--- config.mk ---
export PLATFORM = sky130hd
export DESIGN_NAME = fbp_top
export DESIGN_NICKNAME = d
export VERILOG_FILES = /design/src/design/fbp_pkg.sv /design/src/design/fbp_link_if.sv /design/src/design/fbp_seq.sv /design/src/design/fbp_top.sv
export SDC_FILE = /design/constraint.sdc
export NUM_CORES = 1
export LEC_CHECK = 0
export BUFFER_PORTS_ARGS = -buffer_cell sky130_fd_sc_hd__clkbuf_2
export CORE_MARGIN = 1.5
export CORE_UTILIZATION = 50
export CTS_CLUSTER_DIAMETER = 50
export DETAILED_ROUTE_END_ITERATION = 8
export GPL_TIMING_DRIVEN = 0
export PLACE_DENSITY = 0.71
export SLEW_MARGIN = 15
export SYNTH_ARGS = -nofsm -noshare
export SYNTH_HDL_FRONTEND = slang
export SYNTH_HIERARCHICAL = 1
export SYNTH_SLANG_ARGS = --single-unit
--- constraint.sdc ---
create_clock -name clk -period 7.9 [get_ports clk]
set_clock_uncertainty 0.1 [all_clocks]
set_input_delay 2.37 -clock clk [delete_from_list [all_inputs] [get_ports clk]]
set_output_delay 2.37 -clock clk [all_outputs]
set_load 0.03 [all_outputs]
--- src/design/fbp_pkg.sv ---
`default_nettype none
package fbp_pkg;
    // command addresses of the filament registers
    localparam logic [7:0] REG_ON_COUNT = 8'h09;
    localparam logic [7:0] REG_FN_A = 8'h0A;
    localparam logic [7:0] REG_FN_B = 8'h0B;
    // pin function field sits in data bits 1:0
    localparam int FN_LSB = 0;
    localparam int FN_W = 2;
    // reset values
    localparam logic [7:0] ON_COUNT_RST = 8'h01;
    localparam logic [1:0] FN_RST = 2'h0;
    // pin function codes
    localparam logic [1:0] FN_STATIC0 = 2'h0;
    localparam logic [1:0] FN_STATIC1 = 2'h1;
    localparam logic [1:0] FN_BLINK = 2'h2;
    localparam logic [1:0] FN_FILAMENT = 2'h3;
    // period timing in oscillator cycles
    localparam logic [7:0] PERIOD_BASE = 8'hC7;
    localparam logic [7:0] DEAD_CYCLES = 8'h02;
    localparam logic [7:0] ON_MIN = 8'h01;
    localparam logic [7:0] ON_MAX = 8'hC7;
    localparam logic [7:0] IDLE_MIN = 8'h01;
    // filament period segments
    typedef enum logic [4:0] {
        ST_IDLE_A = 5'b00001,
        ST_DRIVE_B = 5'b00010,
        ST_DEAD = 5'b00100,
        ST_DRIVE_A = 5'b01000,
        ST_IDLE_E = 5'b10000
    } fbp_seg_t;
endpackage
`default_nettype wire

--- src/design/fbp_link_if.sv ---
`default_nettype none
interface fbp_link_if;
    import fbp_pkg::*;
    logic [7:0] on_count;
    logic run;
    logic wave_a;
    logic wave_b;
    logic period_start;
    modport seq (input on_count, input run, output wave_a, output wave_b, output period_start);
    modport ctl (output on_count, output run, input wave_a, input wave_b, input period_start);
endinterface
`default_nettype wire

--- src/design/fbp_seq.sv ---
`default_nettype none
module fbp_seq
    import fbp_pkg::*;
(
    // clock and reset
    input wire logic clk,
    input wire logic sys_rst,
    // link to the register side
    fbp_link_if.seq lnk
);
    fbp_seg_t state_q, state_d;
    logic [7:0] cnt_q, cnt_d;
    logic [7:0] on_lat_q, on_lat_d;
    logic seg_end;

    // out-of-range settings are pulled into 1..199 so the period never stalls
    function automatic logic [7:0] clamp_on(input logic [7:0] n);
        if (n < ON_MIN) return ON_MIN;
        if (n > ON_MAX) return ON_MAX; // RQ5
        return n;
    endfunction

    // length of each segment; idle keeps at least one cycle at the top setting
    function automatic logic [7:0] seg_len(input fbp_seg_t s, input logic [7:0] n);
        case (s)
            ST_DRIVE_B, ST_DRIVE_A: return n;
            ST_DEAD: return DEAD_CYCLES;
            default: return (n >= PERIOD_BASE) ? IDLE_MIN : 8'(PERIOD_BASE - n); // RQ5
        endcase
    endfunction

    assign seg_end = (cnt_q == 8'(seg_len(state_q, on_lat_q) - 8'h01));

    // segment sequencer next state
    always_comb begin
        state_d = state_q;
        cnt_d = 8'(cnt_q + 8'h01);
        on_lat_d = on_lat_q;
        if (!lnk.run) begin
            state_d = ST_IDLE_A;
            cnt_d = 8'h00;
            on_lat_d = clamp_on(lnk.on_count);
        end else if (seg_end) begin
            cnt_d = 8'h00;
            case (state_q)
                ST_IDLE_A: state_d = ST_DRIVE_B; // RQ1
                ST_DRIVE_B: state_d = ST_DEAD; // RQ1
                ST_DEAD: state_d = ST_DRIVE_A; // RQ1
                ST_DRIVE_A: state_d = ST_IDLE_E; // RQ1
                ST_IDLE_E: begin
                    state_d = ST_IDLE_A; // RQ13
                    on_lat_d = clamp_on(lnk.on_count); // RQ13
                end
                default: state_d = ST_IDLE_A;
            endcase
        end
    end

    // registers only
    always_ff @(posedge clk) begin
        if (sys_rst) begin
            state_q <= ST_IDLE_A;
            cnt_q <= 8'h00;
            on_lat_q <= ON_COUNT_RST;
        end else begin
            state_q <= state_d;
            cnt_q <= cnt_d;
            on_lat_q <= on_lat_d;
        end
    end

    // waves decode straight from the state flops, so no glitches reach the pins
    assign lnk.wave_b = (state_q == ST_DRIVE_B); // RQ2
    assign lnk.wave_a = (state_q == ST_DRIVE_A); // RQ3
    assign lnk.period_start = lnk.run && (state_q == ST_IDLE_E) && seg_end;

    // helper: length of the current high pulse on each wave
    logic [7:0] hi_a_q, hi_a_d, hi_b_q, hi_b_d, lo_q, lo_d;
    always_comb begin
        hi_a_d = lnk.wave_a ? 8'(hi_a_q + 8'h01) : 8'h00;
        hi_b_d = lnk.wave_b ? 8'(hi_b_q + 8'h01) : 8'h00;
        lo_d = (state_q == ST_DEAD) ? 8'(lo_q + 8'h01) : 8'h00;
    end

    // helper registers only
    always_ff @(posedge clk) begin
        if (sys_rst) begin
            hi_a_q <= 8'h00;
            hi_b_q <= 8'h00;
            lo_q <= 8'h00;
        end else begin
            hi_a_q <= hi_a_d;
            hi_b_q <= hi_b_d;
            lo_q <= lo_d;
        end
    end
endmodule
`default_nettype wire

--- src/design/fbp_top.sv ---
`default_nettype none
// Overview of operation
// RQ1 - Every period runs idle low, phase B drive, two low dead cycles, phase A drive, idle low.
// RQ2 - In the first drive segment phase A is low and phase B high for on-count cycles.
// RQ3 - In the second drive segment phase A is high and phase B low for on-count cycles.
// RQ4 - The on-count lives in an eight-bit register at command address 0x09, smallest useful 1.
// RQ5 - The largest useful on-count is 199, which leaves one cycle in each idle segment.
// RQ6 - Phase A pin function comes from bits 1:0 at address 0x0A; bits 7:2 are ignored.
// RQ7 - Code 00 drives phase A as static low and is the power-up selection.
// RQ8 - Code 01 drives phase A as static high.
// RQ9 - Code 10 shows the blink phase on phase A: low in the first, high in the second.
// RQ10 - Code 11 puts the phase A filament waveform on the pin.
// RQ11 - In shutdown with the filament function selected phase A is forced low.
// RQ12 - Phase B has the same four selections at address 0x0B and is low in shutdown on code 11.
// RQ13 - Periods repeat without gaps and a new on-count takes effect at the next period.
module fbp_top
    import fbp_pkg::*;
(
    // clock and reset
    input wire logic clk,
    input wire logic sys_rst,
    // command register write port
    input wire logic reg_wr,
    input wire logic [7:0] reg_wr_addr,
    input wire logic [7:0] reg_wr_data,
    // command register read port
    input wire logic [7:0] reg_rd_addr,
    output logic [7:0] reg_rd_data,
    // display state from the controller core
    input wire logic shutdown,
    input wire logic blink_phase_second,
    // bridge pins
    output logic filament_phase_a_out,
    output logic filament_phase_b_out
);
    logic [7:0] on_count_q, on_count_d;
    logic [1:0] fn_a_q, fn_a_d;
    logic [1:0] fn_b_q, fn_b_d;
    logic [7:0] rd_q, rd_d;
    logic pin_a_q, pin_a_d;
    logic pin_b_q, pin_b_d;

    fbp_link_if lnk ();

    fbp_seq u_seq (
        .clk(clk),
        .sys_rst(sys_rst),
        .lnk(lnk.seq)
    );

    assign lnk.on_count = on_count_q;
    assign lnk.run = !shutdown;

    // one mux serves both pins, so the two selections cannot drift apart
    function automatic logic pin_sel(input logic [1:0] fn, input logic blink,
                                     input logic wave, input logic sd);
        case (fn)
            FN_STATIC0: return 1'b0; // RQ7
            FN_STATIC1: return 1'b1; // RQ8
            FN_BLINK: return blink; // RQ9
            default: return sd ? 1'b0 : wave; // RQ10 RQ11
        endcase
    endfunction

    // register writes; upper data bits of the function registers are dropped
    always_comb begin
        on_count_d = on_count_q;
        fn_a_d = fn_a_q;
        fn_b_d = fn_b_q;
        if (reg_wr) begin
            case (reg_wr_addr)
                REG_ON_COUNT: on_count_d = reg_wr_data; // RQ4 RQ5
                REG_FN_A: fn_a_d = reg_wr_data[FN_LSB +: FN_W]; // RQ6
                REG_FN_B: fn_b_d = reg_wr_data[FN_LSB +: FN_W]; // RQ12
                default: ;
            endcase
        end
    end

    // read mux; unmapped addresses read zero, ignored bits read zero
    always_comb begin
        case (reg_rd_addr)
            REG_ON_COUNT: rd_d = on_count_q;
            REG_FN_A: rd_d = {6'h00, fn_a_q};
            REG_FN_B: rd_d = {6'h00, fn_b_q};
            default: rd_d = 8'h00;
        endcase
    end

    // pin levels; registered so the bridge sees clean edges one cycle late
    always_comb begin
        pin_a_d = pin_sel(fn_a_q, blink_phase_second, lnk.wave_a, shutdown);
        pin_b_d = pin_sel(fn_b_q, blink_phase_second, lnk.wave_b, shutdown); // RQ12
    end

    // registers only
    always_ff @(posedge clk) begin
        if (sys_rst) begin
            on_count_q <= ON_COUNT_RST;
            fn_a_q <= FN_RST; // RQ7
            fn_b_q <= FN_RST;
            rd_q <= 8'h00;
            pin_a_q <= 1'b0;
            pin_b_q <= 1'b0;
        end else begin
            on_count_q <= on_count_d;
            fn_a_q <= fn_a_d;
            fn_b_q <= fn_b_d;
            rd_q <= rd_d;
            pin_a_q <= pin_a_d;
            pin_b_q <= pin_b_d;
        end
    end

    assign reg_rd_data = rd_q;
    assign filament_phase_a_out = pin_a_q;
    assign filament_phase_b_out = pin_b_q;
endmodule
`default_nettype wire

After elaboration in Yosys (flattened, before gate mapping). Cells that the tools add are included.

Input port bits: 29. Word-level logic and storage cells: 71. Output and inout port bits: 10. Register bits: 43.

$add $sub $neg: 3. Eq/ne operators: 16. $lt $le $gt $ge: 3. Reductions and logical operators: 11. Muxes and demuxes: 29.

Operator list (count): $mux 8 (10); $eq 8x4->1 const B (6); $pmux 8 s3 (1); $pmux 5 s4 (1); $pmux 8 s2 (1); $mux 1 (14); $add 8x1->8 const B (1); $eq 8x8->1 (1); $ge 8x8->1 const B (1); $gt 8x8->1 const B (1); $lt 8x1->1 const B (1); $reduce_and 2->1 (4); $sub 8x1->8 const B (1); $sub 8x8->8 const A (1); $pmux 1 s3 (2); $eq 5x1->1 const B (1); $eq 5x2->1 const B (1); $eq 5x3->1 const B (1); $eq 5x4->1 const B (1); $eq 5x5->1 const B (1); $eq 2x1->1 const B (2); $eq 2x2->1 const B (2); $logic_not 2->1 (2); $reduce_bool 2->1 (2); 2 further kinds (3).

Depth between registers and ports, before layout.
Depth after elaboration: 16. Gate-level depth with buffers: 18. Mapped depth without buffers: 16.

Hierarchy. Netlist, hierarchy kept.

Modules (own cells, without submodules): fbp_seq (times used 1, area an instance 1966.9 µm², cells an instance 225, sequential area each 420.4 µm²); fbp_top (times used 1, area an instance 948.4 µm², cells an instance 98, sequential area each 440.4 µm²).

Least setup slack after synthesis. OpenSTA, ideal clock, no wires.

Kind: reg2reg. From: reg u_seq.on_lat_q[3]. To: reg u_seq.on_lat_q[0]. Slack: 3949 ps. Arrival: 3779 ps. Library setup time: 72 ps. Stages on the path, launching flop included: 19. Buffers on the path: 2. Data required time: 7728 ps. Period minus slack after synthesis: 3951 ps. Path through: dfxtp_1 > inv_1 > ha_1 > nand2b_2 > o31a_1 > buf_6 > a211oi_1 > a21oi_1 > ha_1 > or3b_2 > nor3_1 > nor2_1 > nand2_1 > a2111oi_1 > a311o_2 > o211ai_4 > o31a_1 > buf_6 > mux2i_1.

Cells in the longest elaborated chain, start to end: 7. Elaborated cells between the ends (all ways): 8. Those cells by class: add/sub (2); order compare (1); eq/ne (1); mux (2); reduce/logical (2).

Ends and longest elaborated chain: start, declared (RTL line fbp_seq.sv:13) `logic [7:0] on_lat_q, on_lat_d;`; start signal, assigned (RTL line fbp_seq.sv:68) `on_lat_q <= on_lat_d;`; $sub 8x8->8 / $ge 8x8->1 (equally long branches) (RTL line fbp_seq.sv:28) `default: return (n >= PERIOD_BASE) ? IDLE_MIN : 8'(PERIOD_BASE - n);`; $mux 8 (RTL line fbp_seq.sv:28); $pmux 8 s2 * (RTL line fbp_seq.sv:25) `case (s)`; $sub 8x1->8 * (RTL line fbp_seq.sv:32) `assign seg_end = (cnt_q == 8'(seg_len(state_q, on_lat_q) - 8'h01));`; $eq 8x8->1 * (RTL line fbp_seq.sv:32); $reduce_bool 2->1 (no line) *; $reduce_and 2->1 (no line) *.

Mark *: on every way between the ends. The rest lies on a longest branch, timed or not. A chain may end at the register's enable or synchronous reset.

Final worst setup path.
From: reg u_seq.on_lat_q[3]. To: reg u_seq.on_lat_q[2].

Same word-level chain as after synthesis.

==> impl_metrics.ini <==
[run_status]
run_status = complete, no violations

[routing]
wl_per_cell_um = 14.5
wirelength_mm = 6.37
wl_met3_um = 427
drcViolationCount = 0
vias = 2567
dr.pass1.iters = 5
post_drt_via_cell_ratio = 5.85
wl_met1_mm = 3.09
ant_nets = 0
highest_layer = met4
drtIter0Drc = 126
dr_wl_met2_mm = 2.79

[placed_design]
gp_congestion = 0.886
dp_cells = 431
io_buffers = 38
dp_worst_setup_slack_ps = 3330
hpwl_mm = 4.83

[timing]
finalHoldViolCount = 0
maxSlewViolCount = 0
finalWorstSetupSlack_ps = 3280
finalCritPeriodShare_pct = 58.5
min_period_ps = 4620
setup_tns_ps = 0
whs_ps = 396
slew_headroom_pct = 37.0
max_freq_mhz = 216
setup_viol = 0
tightest_slew_ps = 943
rsz0062_at_grt = no

[synthesis]
synth_cells = 321
synth_warnings = 6
syn_area_per_cell_um2 = 9.05
syn-num-nets = 353
synth_area_um2 = 2910

[clock_network]
h-tree-depth = 2
ctsResizeCount = 0
ctsRootBufferMaster = clkbuf_8
cts.sinks = 43
cts.clk_slew.worst_paths_ps = 90
cts_tree = built
cts-buffers-inserted = 5
hold_buffers = 0
cts_setup_buffers = 0
clk-insertion-delay-late_ps = 300
cts_buffer_depth = 2

[floorplan]
num_rows = 27
start_util_pct = 52.4
die_h_um = 79.2
die_w_um = 79.2
coreArea_um2 = 5540
die_area_um2 = 6280
ioPinCount = 39

[power]
p_leak_uw = 0.00129
ir_worst_vdd_mv = 0.0684
power_density_nw_per_um2 = 127
total_power_uw = 419

[finish]
nets = 398
syn_to_final_growth_pct = 13.7
final_cells = 439
regArea_um2 = 861
antenna_cells = 0
fillers = 520
multi_input_area_um2 = 1840
drive_above_1_share_pct = 25.6

[critical_path]
cp-end-kind = register
required_ps = 8020
cp-start-kind = register
crit_arrival_ps = 4740
crit_family = compound AO/OA/AOI/OAI gates
crit_path_max_incr_delay_ps = 510
cp_max_fo = 10
timing.critical_path.buf_inv = 3
path_class = reg2reg
path_cells = inv_1, ha_1, nand2b_2, o31a_1, buf_6, a211oi_1, a21oi_1, ha_1, or3b_2, nor3_1, nor2_1, nand2_1, a2111oi_1, a311o_2, o211ai_4, o31a_1, buf_6, mux2i_1
r2r_setup_slack_ps = 3280
cp_slowest_cell = dfxtp_1

[global_route]
grt_pass1_wl_mm = 10.8
track_usage_pct = 21.4
grt_pass1_vias = 2354
grt_remaining_overflow = 0
antenna_found_initial = 0
grt_max_degree = 16

[flow_run]
max_cap_violations = 0

[hold_path]
hp-class = reg2reg
## power by group
part	leakage, µW	total (µW)	switching, µW	internal [µW]
registers	0.000347	218	0.682	217
logic	0.000884	24.4	13.2	11.2
clock network	0.0000587	177	81.4	95.9
## flip-flops by register name, indices dropped and copies added, names as in the netlist
name,flops
reg_rd_data,8
u_seq/state_q,5
fn_a_q,2
lnk.on_count,8
filament_phase_a_out,1
fn_b_q,2
u_seq/cnt_q,8
filament_phase_b_out,1
u_seq/on_lat_q,8
## path summary, 6_finish.rpt
check / end / cells after the start / from
max: u_seq/on_lat_q[2] / 18 / u_seq/on_lat_q[3]
min: u_seq/cnt_q[0] / 1 / u_seq/cnt_q[0]
max reg2reg: u_seq/on_lat_q[2] / 18 / u_seq/on_lat_q[3]
min reg2reg: u_seq/cnt_q[0] / 1 / u_seq/cnt_q[0]
## routing by layer
layer / vias to the layer above / track usage [%]
li1: 1289 / -
met1: 1192 / 29.6
met4: 0 / 6.49
met2: 79 / 33.2
met5: - / 0
met3: 7 / 4.83
## layout make-up
type | count | area share [%]
Multi-Input combinational cell | 247 | 55.9
Timing Repair Buffer | 38 | 5.76
Tap cell | 72 | 2.73
Buffer | 17 | 4.47
Clock inverter | 3 | 1.44
Inverter | 14 | 1.59
Clock buffer | 5 | 2.08
Sequential cell | 43 | 26.1
## metrics by stage
stage | util [%] | instance area [µm²]
global route | 59.6 | 3300
global placement | 57.5 | 3190
detailed placement | 57.5 | 3190
floorplan | - | 2910
finish | 59.6 | 3300
CTS | 59.6 | 3300
## layout by cell type, fill, tap and decap left out, drive strengths merged, types with 4 or more instances in the layout
| cell type | n |
|---|---|
| clkbuf | 48 |
| dfxtp | 43 |
| nor2 | 24 |
| nand2 | 21 |
| mux2i | 16 |
| inv | 15 |
| a21oi | 14 |
| nand4 | 12 |
| nand3 | 12 |
| buf | 12 |
| and2 | 11 |
| xnor2 | 10 |
| nor3 | 10 |
| nor2b | 8 |
| o21ai | 8 |
| o31ai | 8 |
| nand2b | 6 |
| or2b | 6 |
| nand3b | 5 |
| and3 | 5 |
| a211oi | 5 |
| nor4 | 4 |
| o211ai | 4 |
| o311ai | 4 |
(Power assumes the default switching activity.)
